### src/arm_pkg.sv
// package: register map, field layout and carrier types of the result monitor block
package arm_pkg;
	// ==========================================
	// register offsets (byte addresses)
	localparam logic [7:0] ARM_OFS_RESULT0   = 8'h00; // normal results 0..11 at 0x00..0x2c
	localparam logic [7:0] ARM_OFS_PRIORITY  = 8'h30; // priority_result
	localparam logic [7:0] ARM_OFS_MON1CTL   = 8'h34; // monitor1_control
	localparam logic [7:0] ARM_OFS_DMAEN     = 8'h38; // dma_request_enable
	localparam logic [7:0] ARM_OFS_CMP1      = 8'h3c; // monitor1_compare_value_reg
	localparam logic [7:0] ARM_OFS_IRQSTAT   = 8'h40; // sticky event status, write one to clear
	localparam logic [7:0] ARM_OFS_IRQMASK   = 8'h44; // event mask
	// ==========================================
	// sizes and field positions
	localparam int         ARM_NUM_NORMAL    = 12;
	localparam int         ARM_RES_W         = 10;
	localparam int         ARM_RES_LSB       = 6;
	localparam int         ARM_RES_MSB       = 15;
	localparam int         ARM_OVR_BIT       = 1;
	localparam int         ARM_STORED_BIT    = 0;
	localparam int         ARM_M1_EN_BIT     = 0;
	localparam int         ARM_M1_SEL_LSB    = 1;
	localparam int         ARM_M1_SEL_MSB    = 4;
	localparam int         ARM_M1_POL_BIT    = 5;
	localparam int         ARM_DMA_NORMAL    = 0;
	localparam int         ARM_DMA_PRIO      = 1;
	localparam int         ARM_DMA_MON0      = 2;
	localparam int         ARM_DMA_MON1      = 3;
	localparam int         ARM_NUM_EVT       = 4;
	localparam int         ARM_SEL_PRIO_BIT  = 3;
	localparam logic [31:0] ARM_RESET_WORD   = 32'h0000_0000;
	// ==========================================
	// carrier types
	typedef logic [ARM_RES_W-1:0] arm_res_t;
	typedef struct packed {
		arm_res_t value;   // stored conversion result
		logic     overrun; // overwritten before read
		logic     stored;  // holds an unread result
	} arm_slot_s;
	typedef struct packed {
		logic       valid;  // one-cycle store strobe
		logic [3:0] index;  // normal register index 0..11
		arm_res_t   value;  // result data
	} arm_store_s;
endpackage : arm_pkg

### src/arm_result_slot.sv
// module: one result register with overrun and stored flags
`timescale 1ns/1ps
module arm_result_slot (
	// clock and reset
	input  wire logic            clk,
	input  wire logic            sys_rst,
	// store and read side
	input  wire logic            storeValid,
	input  wire arm_pkg::arm_res_t storeValue,
	input  wire logic            readHit,
	// held content
	output arm_pkg::arm_slot_s   slot
);
	import arm_pkg::*;

	arm_slot_s state;      // whole slot state
	arm_slot_s next_state; // next value

	// ==========================================
	// store and read-clear
	always_comb begin
		next_state = state;
		if (readHit) begin
			next_state.overrun = 1'b0; // cleared by read
			next_state.stored  = 1'b0; // cleared by read
		end
		// a store in the read cycle wins so no event is lost
		if (storeValid) begin
			next_state.value  = storeValue;
			next_state.stored = 1'b1;
			if (state.stored)
				next_state.overrun = 1'b1;
		end
	end

	// state register
	always_ff @(posedge clk) begin
		if (sys_rst)
			state <= '0;
		else
			state <= next_state;
	end

	assign slot = state;
endmodule : arm_result_slot

### src/arm_monitor.sv
// module: second threshold monitor comparing one selected result
`timescale 1ns/1ps
module arm_monitor (
	// clock and reset
	input  wire logic              clk,
	input  wire logic              sys_rst,
	// control
	input  wire logic              enable,
	input  wire logic              polarity,
	input  wire logic [3:0]        sourceSelect,
	input  wire arm_pkg::arm_res_t compareValue,
	// store events
	input  wire arm_pkg::arm_store_s normalStore,
	input  wire logic              prioStore,
	input  wire arm_pkg::arm_res_t prioValue,
	// event out
	output logic                   hit
);
	import arm_pkg::*;

	typedef struct packed {
		logic hit; // one-cycle monitor event
	} arm_mon_s;
	arm_mon_s state;
	arm_mon_s next_state;

	// ==========================================
	// compare on each store into the selected register
	always_comb begin
		logic     selStore;
		arm_res_t selValue;
		selStore = 1'b0;
		selValue = '0;
		if (sourceSelect[ARM_SEL_PRIO_BIT]) begin // 1xxx picks priority
			selStore = prioStore;
			selValue = prioValue;
		end else begin
			selStore = normalStore.valid && (normalStore.index == sourceSelect);
			selValue = normalStore.value;
		end
		next_state.hit = 1'b0;
		if (enable && selStore) begin
			if (polarity)
				next_state.hit = selValue > compareValue;
			else
				next_state.hit = selValue < compareValue;
		end
	end

	// state register
	always_ff @(posedge clk) begin
		if (sys_rst)
			state <= '0;
		else
			state <= next_state;
	end

	assign hit = state.hit;
endmodule : arm_monitor

### src/arm_regs.sv
// module: result registers, second monitor, dma request enables and apb slave
//
// Functional notes
// - monitor1_enable bit 0 turns monitor on
// - polarity 0 below, 1 above compare value
// - select 0-7 normal, 1xxx priority result
// - bit 3 routes monitor1 irq to dma
// - bit 2 routes monitor0 irq to dma
// - bit 1 routes priority done to dma
// - bit 0 routes normal done to dma
// - result in 15-6, other bits zero; code keeps overrun in bit 1, stored in bit 0
// - twelve identical normal result registers
// - overrun set when unread result overwritten
// - reading clears overrun flag
// - stored flag set on each store
// - reading result clears stored flag
// - priority register behaves like normal ones
//
// The address map and register access over APB were left to the implementer.
`timescale 1ns/1ps
module arm_regs (
	// clock and reset
	input  wire logic                clk,
	input  wire logic                sys_rst,
	// apb slave
	input  wire logic                psel,
	input  wire logic                penable,
	input  wire logic                pwrite,
	input  wire logic [7:0]          paddr,
	input  wire logic [31:0]         pwdata,
	output logic [31:0]              prdata,
	output logic                     pready,
	output logic                     pslverr,
	// converter side store events
	input  wire arm_pkg::arm_store_s normalStore,
	input  wire logic                prioStore,
	input  wire arm_pkg::arm_res_t   prioValue,
	// completion events from converter and first monitor
	input  wire logic                normalDoneIrq,
	input  wire logic                priorityDoneIrq,
	input  wire logic                monitor0Irq,
	// outputs
	output logic                     monitor1Irq,
	output logic [3:0]               dmaRequest,
	output logic                     irq
);
	import arm_pkg::*;

	// ==========================================
	// state
	typedef struct packed {
		logic [5:0]            monitor1Control;  // polarity, select, enable
		logic [3:0]            dmaRequestEnable; // per-source dma enables
		arm_res_t              compareValue;     // monitor1_compare_value
		logic [ARM_NUM_EVT-1:0] irqStatus;       // sticky events
		logic [ARM_NUM_EVT-1:0] irqMask;         // 1 passes the event
		logic [31:0]           rdata;            // registered read data
		logic                  ready;            // access phase answer
		logic                  slverr;           // unmapped address
		logic [3:0]            dmaReq;           // one-cycle dma requests
		logic                  irqOut;           // level interrupt
	} arm_regs_s;
	arm_regs_s state;      // registered state
	arm_regs_s next_state; // next value

	arm_slot_s [ARM_NUM_NORMAL-1:0] normalSlot;   // normal result registers
	arm_slot_s                      prioSlot;     // priority result register
	logic [ARM_NUM_NORMAL-1:0]      normalRead;   // read-clear strobes
	logic                           prioRead;     // read-clear strobe
	logic                           mon1Hit;      // monitor event
	logic [ARM_NUM_EVT-1:0]         evt;          // all events, dma bit order
	logic                           readTake;     // completing read
	logic                           writeTake;    // completing write

	// format one result word, unused bits zero
	function automatic logic [31:0] slot_word(input arm_slot_s s);
		logic [31:0] w;
		w = ARM_RESET_WORD;
		w[ARM_RES_MSB:ARM_RES_LSB] = s.value;
		w[ARM_OVR_BIT]             = s.overrun;
		w[ARM_STORED_BIT]          = s.stored;
		return w;
	endfunction : slot_word

	// address hits a normal result register
	function automatic logic is_normal(input logic [7:0] a);
		return (a < ARM_OFS_PRIORITY) && (a[1:0] == 2'b00);
	endfunction : is_normal

	// access completes in the access phase when pready answers
	assign readTake  = psel && penable && state.ready && !pwrite;
	assign writeTake = psel && penable && state.ready && pwrite;

	// ==========================================
	// result registers
	genvar g;
	generate
		for (g = 0; g < ARM_NUM_NORMAL; g++) begin : gSlot
			assign normalRead[g] = readTake && is_normal(paddr) && (paddr[5:2] == 4'(g));
			arm_result_slot uSlot (
				.clk        (clk),
				.sys_rst    (sys_rst),
				.storeValid (normalStore.valid && (normalStore.index == 4'(g))),
				.storeValue (normalStore.value),
				.readHit    (normalRead[g]),
				.slot       (normalSlot[g])
			);
		end
	endgenerate

	assign prioRead = readTake && (paddr == ARM_OFS_PRIORITY);
	// priority slot shares the normal behaviour
	arm_result_slot uPrio (
		.clk        (clk),
		.sys_rst    (sys_rst),
		.storeValid (prioStore),
		.storeValue (prioValue),
		.readHit    (prioRead),
		.slot       (prioSlot)
	);

	// ==========================================
	// second monitor
	arm_monitor uMon (
		.clk          (clk),
		.sys_rst      (sys_rst),
		.enable       (state.monitor1Control[ARM_M1_EN_BIT]),
		.polarity     (state.monitor1Control[ARM_M1_POL_BIT]),
		.sourceSelect (state.monitor1Control[ARM_M1_SEL_MSB:ARM_M1_SEL_LSB]),
		.compareValue (state.compareValue),
		.normalStore  (normalStore),
		.prioStore    (prioStore),
		.prioValue    (prioValue),
		.hit          (mon1Hit)
	);

	// event vector in dma enable bit order
	always_comb begin
		evt                 = '0;
		evt[ARM_DMA_NORMAL] = normalDoneIrq;
		evt[ARM_DMA_PRIO]   = priorityDoneIrq;
		evt[ARM_DMA_MON0]   = monitor0Irq;
		evt[ARM_DMA_MON1]   = mon1Hit;
	end

	// ==========================================
	// register file, apb answer, dma and interrupt
	always_comb begin
		next_state = state;
		// one-wait answer: ready rises in the second access cycle
		next_state.ready  = psel && penable && !state.ready;
		next_state.slverr = 1'b0;
		next_state.rdata  = '0;
		if (psel && penable && !state.ready) begin
			if (is_normal(paddr) || paddr == ARM_OFS_PRIORITY) begin
				// results are read only; a write is ignored
				next_state.rdata = is_normal(paddr) ? slot_word(normalSlot[paddr[5:2]]) : slot_word(prioSlot);
			end else begin
				case (paddr)
					ARM_OFS_MON1CTL: next_state.rdata = {26'h0, state.monitor1Control};
					ARM_OFS_DMAEN:   next_state.rdata = {28'h0, state.dmaRequestEnable};
					ARM_OFS_CMP1:    next_state.rdata = {16'h0, state.compareValue, 6'h00};
					ARM_OFS_IRQSTAT: next_state.rdata = {28'h0, state.irqStatus};
					ARM_OFS_IRQMASK: next_state.rdata = {28'h0, state.irqMask};
					default:         next_state.slverr = 1'b1; // unmapped
				endcase
			end
		end
		if (writeTake) begin
			case (paddr)
				ARM_OFS_MON1CTL: next_state.monitor1Control  = pwdata[5:0];
				ARM_OFS_DMAEN:   next_state.dmaRequestEnable = pwdata[3:0];
				// software keeps the monitor off while writing here
				ARM_OFS_CMP1:    next_state.compareValue = pwdata[ARM_RES_MSB:ARM_RES_LSB];
				ARM_OFS_IRQSTAT: next_state.irqStatus = state.irqStatus & ~pwdata[ARM_NUM_EVT-1:0];
				ARM_OFS_IRQMASK: next_state.irqMask = pwdata[ARM_NUM_EVT-1:0];
				default: ;
			endcase
		end
		// set wins over a clear in the same cycle
		next_state.irqStatus = next_state.irqStatus | evt;
		// each enabled source raises one request per event
		next_state.dmaReq = evt & state.dmaRequestEnable;
		next_state.irqOut = |(next_state.irqStatus & next_state.irqMask);
	end

	// state register
	always_ff @(posedge clk) begin
		if (sys_rst)
			state <= '0;
		else
			state <= next_state;
	end

	assign prdata      = state.rdata;
	assign pready      = state.ready;
	assign pslverr     = state.slverr;
	assign monitor1Irq = mon1Hit;
	assign dmaRequest  = state.dmaReq;
	assign irq         = state.irqOut;
endmodule : arm_regs

### config.mk
export PLATFORM = sky130hd
export DESIGN_NAME = arm_regs
export DESIGN_NICKNAME = d
export VERILOG_FILES = /design/src/arm_pkg.sv /design/src/arm_result_slot.sv /design/src/arm_monitor.sv /design/src/arm_regs.sv
export SDC_FILE = /design/constraint.sdc
export NUM_CORES = 1
export LEC_CHECK = 0
export ABC_AREA = 1
export BUFFER_PORTS_ARGS = -buffer_cell sky130_fd_sc_hd__buf_4
export CAP_MARGIN = 30
export CORE_MARGIN = 4
export CORE_UTILIZATION = 25
export DETAILED_ROUTE_END_ITERATION = 12
export HOLD_SLACK_MARGIN = 0.15
export PLACE_DENSITY = 0.5
export SYNTH_ARGS = -nofsm -noshare
export SYNTH_HDL_FRONTEND = slang
export SYNTH_SLANG_ARGS = --single-unit
### constraint.sdc
create_clock -name clk -period 2.7 [get_ports clk]
set_clock_uncertainty 0.1 [all_clocks]
set_input_delay 0.27 -clock clk [delete_from_list [all_inputs] [get_ports clk]]
set_output_delay 0.27 -clock clk [all_outputs]
set_load 0.05 [all_outputs]
* Word-level counts from Yosys, hierarchy flattened
Cells that the tools add are included.
** Word-level totals
- Register bits :: 224
- Bits of input ports :: 74
- Word-level logic and storage cells :: 202
** Cells by class
- Order comparisons :: 4
- Eq/ne operators :: 29
- Multiplexer cells :: 51
- Bitwise logic cells :: 7
- Reductions and logical operators :: 61
** Operator list (number)
- $pmux W16 S5 :: 1
- $mux W2 :: 26
- $bmux W12 S4 :: 1
- $logic_and A1 B1 Y1 :: 34
- $eq A4 B3 Y1 const B :: 8
- $eq A4 B4 Y1 const B :: 8
- $eq A8 B6 Y1 const B :: 4
- $mux W16 :: 2
- $reduce_bool A2 Y1 :: 13
- $eq A4 B2 Y1 const B :: 4
- $eq A8 B7 Y1 const B :: 2
- $mux W1 :: 16
- $and A4 B4 Y4 :: 3
- $mux W12 :: 1
- $gt A10 B10 Y1 :: 1
- $lt A10 B10 Y1 :: 1
- $mux W10 :: 1
- $eq A4 B1 Y1 const B :: 2
- $logic_not A4 Y1 :: 2
- $lt A8 B6 Y1 const B :: 1
- $mux W4 :: 2
- $mux W8 :: 1
- $reduce_and A2 Y1 :: 3
- $lt A4 B5 Y1 const B :: 1
- other kinds (11) :: 14

* Logic depth before layout (Yosys ltp)
- Word-level depth :: 8
- Gate-level depth with buffers :: 12
- Gate-level depth less buffers :: 11

* Cells and area by module
From an unflattened synthesis, not the netlist that was laid out.
** Second synthesis, totals
- Cell total of the unflattened synthesis :: 1385
- Area, all modules :: 9711.8 um^2
** Modules (own cells, without submodules)
- arm_result_slot :: instances 13, cells an instance 52, area an instance 426.7 um^2, seq. area each 240.2 um^2
- arm_regs :: instances 1, cells an instance 598, area an instance 3617.2 um^2, seq. area each 1021.0 um^2
- arm_monitor :: instances 1, cells an instance 111, area an instance 548.0 um^2, seq. area each 20.0 um^2

* Worst setup path after synthesis
Ideal clock, no wire load.
- Path kind :: flip-flop to flip-flop
- Start :: register state, in the netlist pready
- End :: register state, in the netlist irq
- Setup time :: 0.128 ns
- Arrival time :: 1.613 ns
- Data required time :: 2.472 ns
- Slack :: 0.860 ns
- Cell stages (with the launch flop) :: 10
- Period minus slack after synthesis :: 1.840 ns
- Cells stage by stage :: dfxtp_1 > nand3_1 > nor2_4 > nand3_1 > nand2_1 > nand2_1 > nand2_1 > nand2_1 > nor2_1 > nor2_1
** On the way
- Cells in the longest elaborated chain, start to end :: 6
** Ends and longest elaborated chain
- start, declared :: RTL line arm_regs.sv:63 : arm_regs_s state;
- start signal, assigned :: RTL line arm_regs.sv:192 : state <= next_state;
- $logic_and A1 B1 Y1 (*) (2 in a row) :: RTL line arm_regs.sv:92 : assign writeTake = psel && penable && state.ready && pwrite;
- $mux W8 (*) :: RTL line arm_regs.sv:169 : if (writeTake) begin
- $or A4 B4 Y4 :: RTL line arm_regs.sv:181 : next_state.irqStatus = next_state.irqStatus | evt;
- $and A4 B4 Y4 (*) :: RTL line arm_regs.sv:184 : next_state.irqOut = |(next_state.irqStatus & next_state.irqMask);
- $reduce_or A4 Y1 (*) :: RTL line arm_regs.sv:184
Every way passes the cells marked *; elsewhere a longest branch is shown, timed or not.
A chain may end at the register's enable or synchronous reset.

* Worst setup path in the final report
- Start :: input penable
- End :: register state, in the netlist prdata[9]
** On the way
- Cells in the longest elaborated chain, start to end :: 4
** Ends and longest elaborated chain
- start, declared :: RTL line arm_regs.sv:27 : input wire logic penable,
- $logic_and A1 B1 Y1 (2 in a row) :: RTL line arm_regs.sv:154 : if (psel && penable && !state.ready) begin
- $not A1 Y1 (no source line)
- $reduce_or A2 Y1 (no source line)
Every way passes these cells.

==> summary.txt <==
STA
  • Final hold violation count: 0
  • Slew margin rel.: about 58%
  • Maximum clock frequency: approximately 450 MHz
  • Setup TNS: 0 ns
  • Worst-margin pin slew: 0.6330 ns
  • RSZ-0062 raised after global routing: false
  • Final period util: 83.00%
  • Pins over their slew limit: 0
  • Final setup vio count: 0
  • Final min period: 2.241 ns

Yosys
  • Synth unique cells: 38
  • Synth Area per Inst: 7.027 um2
  • Post-synthesis sequential area ratio: 43.54%
  • Post-synth top area cell: dfxtp_1
  • Post-Synthesis Cells: 1361
  • Area share of the largest cell type after synthesis: 43.54%
  • Dominant cell by count in the synthesized netlist: nor2_1
  • Post-synth EDFFs: 0
  • Flops & latches, synth: 208
  • Synth Cell Area: 9564 um2
  • Top cells by count, synth: 293 x nor2_1, 269 x nand2_1, 208 x dfxtp_1
  • Top cells by area, synth: dfxtp_1 44%, nor2_1 11%, nand2_1 11%, o21ai_0 8.4%, a21oi_1 4.1%
  • Fraction of registers with async set/reset: 0%
  • Prevailing post-synth register cell: dfxtp_1
  • Synthesis Warnings: 0

Die
  • Core ar.: between 30000 and 40000 um2
  • Die Height: 203.6 um
  • Starting Density: ~25%
  • Die area: 41450 um2
  • # rows: 71
  • DIE WIDTH: 203.6 um
  • Num ports: 114

Global route
  • GR Util All Layers: 14.31%
  • GR Overflow Total: 0
  • Pin count of the biggest net entering global routing: 74
  • Met3 Track Usage GR: 2.401%
  • First-pass GRT wire length: 47.86 mm
  • Global-route met2 utilization: between 20 and 25%
  • Met1 Usage GRT: 19.16%
  • Antenna violations before repair: 0
  • Global routing's busiest layer: met2
  • Number of global-route vias before repair: approximately 8500

Drt
  • Final wirelength: 30.61 mm
  • DRT iter0 DRCs: roughly 550
  • Via Count: 8923
  • Remaining DRCs: 0
  • Vias per Instance: approximately 4.5
  • Routed len/inst: 15.52 um
  • DRT Pass-1 Iters: 5
  • Post-route ant nets: 0

Placement
  • Port-buffer cells: 81
  • GPL Wtd Cong: 0.7912
  • DP Area: roughly 11000 um2
  • DP HPWL: 20.47 mm

Power
  • PwrDens: 590.7 nW/um2
  • Flop pwr share: 45.5%
  • Gate power share: approximately 8.5%
  • Internal power: around 5.2 mW
  • Psw: 1.739 mW
  • Pleak: 4.919 nW
  • Switching Share: between 20% and 30%
  • Maximum VDD drop: around 440 uV
  • Clock Power Share: a little under half

Setup path
  • Endpoint class of the critical path: flop
  • Critical Path Fanout Max: 13
  • Flop2flop setup slack: approximately 0.64 ns
  • Critical Path RT: 3.07 ns
  • CP Launch Type: input port
  • Setup CP Type: input port to flop
  • RR Endpoint: state[47]
  • Worst-case reg-to-reg path depth: 6
  • Setup crit start: penable
  • WP data arrival: roughly 2.6 ns
  • Reg-to-reg critical path startpoint: pready

Status
  • Status: completed

Clock tree
  • Clock Path Buffers: 3
  • CTS tree: built
  • CTS Buf Count: 23
  • Clock Root Buffer: clkbuf_16
  • Clk sinks: 208
  • Clock latency on the worst-skew pair: 0.52 ns
  • H-tree levels: 1
  • Postcts setup bufs: 0
  • Worst-path clk slew: 0.06 ns

Layout
  • Layout Nets: 1528
  • Final instance area: ~12000 um2
  • Layout cells sized above 1: approximately 13%
  • Layout area overhead: 22.88%
  • Ant. Diodes: 0

Hold path
  • Hold WC Path Type: input port to flop
  • Hold Path Cell Cnt: 5
  • Hold Crit Start: pwrite
  • Hold endpoint: state[39]

Run
  • Maxcap violations: 0
[state kept, by name (all words and copies together), names as in the netlist]
register and flops:
gSlot.uSlot.slot 144, state 28, prdata 16, uPrio.slot 12, dmaRequest 4, irq 1, pready 1, pslverr 1
uMon.hit 1
[area by class of cell]
| class | instances | area (um2) |
|---|---|---|
| clock buffers | 30 | 641.9 |
| well taps | 511 | 639.4 |
| repair buffers | 155 | 1344 |
| flip-flops and latches | 208 | 4164 |
| clock inverters | 12 | 120.1 |
| fillers | 4076 | 25910 |
| multi-input cells | 977 | 4538 |
| inverters | 79 | 305.3 |
[what timing repair did]
action | 4_1_cts | 5_1_grt
hold buffers | 47 | 0
hold endpoints to repair | 166 | 0
gates resized for setup | 0 | 0
[cell families (layout without fill, tap and decap cells)]
group | count (synthesis) | count (layout) | synth area share, %
flops | 208 | 208 | 43.54
compound gates | 305 | 305 | 17.32
mux | 1 | 1 | 0.1047
simple gates | 644 | 644 | 28.00
xor+xnor | 1 | 1 | 0.09159
other cells | 1 | 16 | 0.03921
buf+inv | 191 | 276 | 9.602
fa+ha+maj | 10 | 10 | 1.308
[layer usage]
layer | up-vias | routed length [um]
li1 | 4529 | -
met5 | - | 0
met4 | 0 | 595
met3 | 44 | 1742
met2 | 215 | 14300
met1 | 4135 | 13980
[worst max-delay path by stage]
stage                       endpoint  cells past startpoint
final                      prdata[9]                     10
after global routing      prdata[13]                     10
after global placement     prdata[8]                     10
after CTS                  prdata[9]                     10
after floorplan                  irq                      9
after detailed placement   prdata[8]                     10
[stage by stage]
| step | total power, mW | setup WS, ns | cells | util [%] | hold slack, ns |
|---|---|---|---|---|---|
| floorplan | 3.557 | 0.8598 | 1376 | - | 0.3049 |
| detailed placement | 3.760 | 0.6889 | 1883 | 27.93 | 0.3378 |
| global route | 7.195 | 0.3119 | 1972 | 31.20 | 0.2194 |
| global placement | 3.754 | 0.6987 | 1883 | 27.93 | 0.3326 |
| finish | 6.942 | 0.4590 | 1972 | 31.20 | 0.1839 |
| CTS | 7.039 | 0.4196 | 1972 | 31.20 | 0.1597 |
[worst max-delay path, cell delays in order]
cell	delay (ns)
dlygate4sd3_1	0.53
buf_4	0.12
nand2_1	0.04
dlygate4sd3_1	0.56
nor3_2	0.11
buf_4	0.21
inv_1	0.08
nor3_2	0.49
nand2_1	0.10
nand2_1	0.10
[placed cells by master (no fill, tap or decap), types with 3 or more instances in the layout]
master,n
nor2_1,293
nand2_1,269
dfxtp_1,208
o21ai_0,161
buf_4,103
a21oi_1,79
inv_1,68
dlygate4sd3_1,47
a22oi_1,39
clkbuf_16,23
nand3_1,20
nand4_1,17
conb_1,16
o21ai_1,13
nand3_2,11
ha_1,10
nor3_1,8
clkinv_2,8
nor2_2,7
nand2_2,7
clkinv_1,6
nor2_4,6
buf_12,5
o22ai_1,4
clkbuf_8,4
inv_6,3
a211oi_1,3
clkbuf_1,3
[power groups by stage]
stage          sequential [mW]  combinational (mW)  clock, mW
3_3_place_gp              3.22               0.531          0
5_1_grt                   3.16               0.649       3.38
4_1_cts                   3.16               0.592       3.29
2_1_floorplan             3.22               0.335          0
6_report                  3.16               0.593       3.19
3_5_place_dp              3.22               0.536          0
Power figures use the tool's default switching activity.
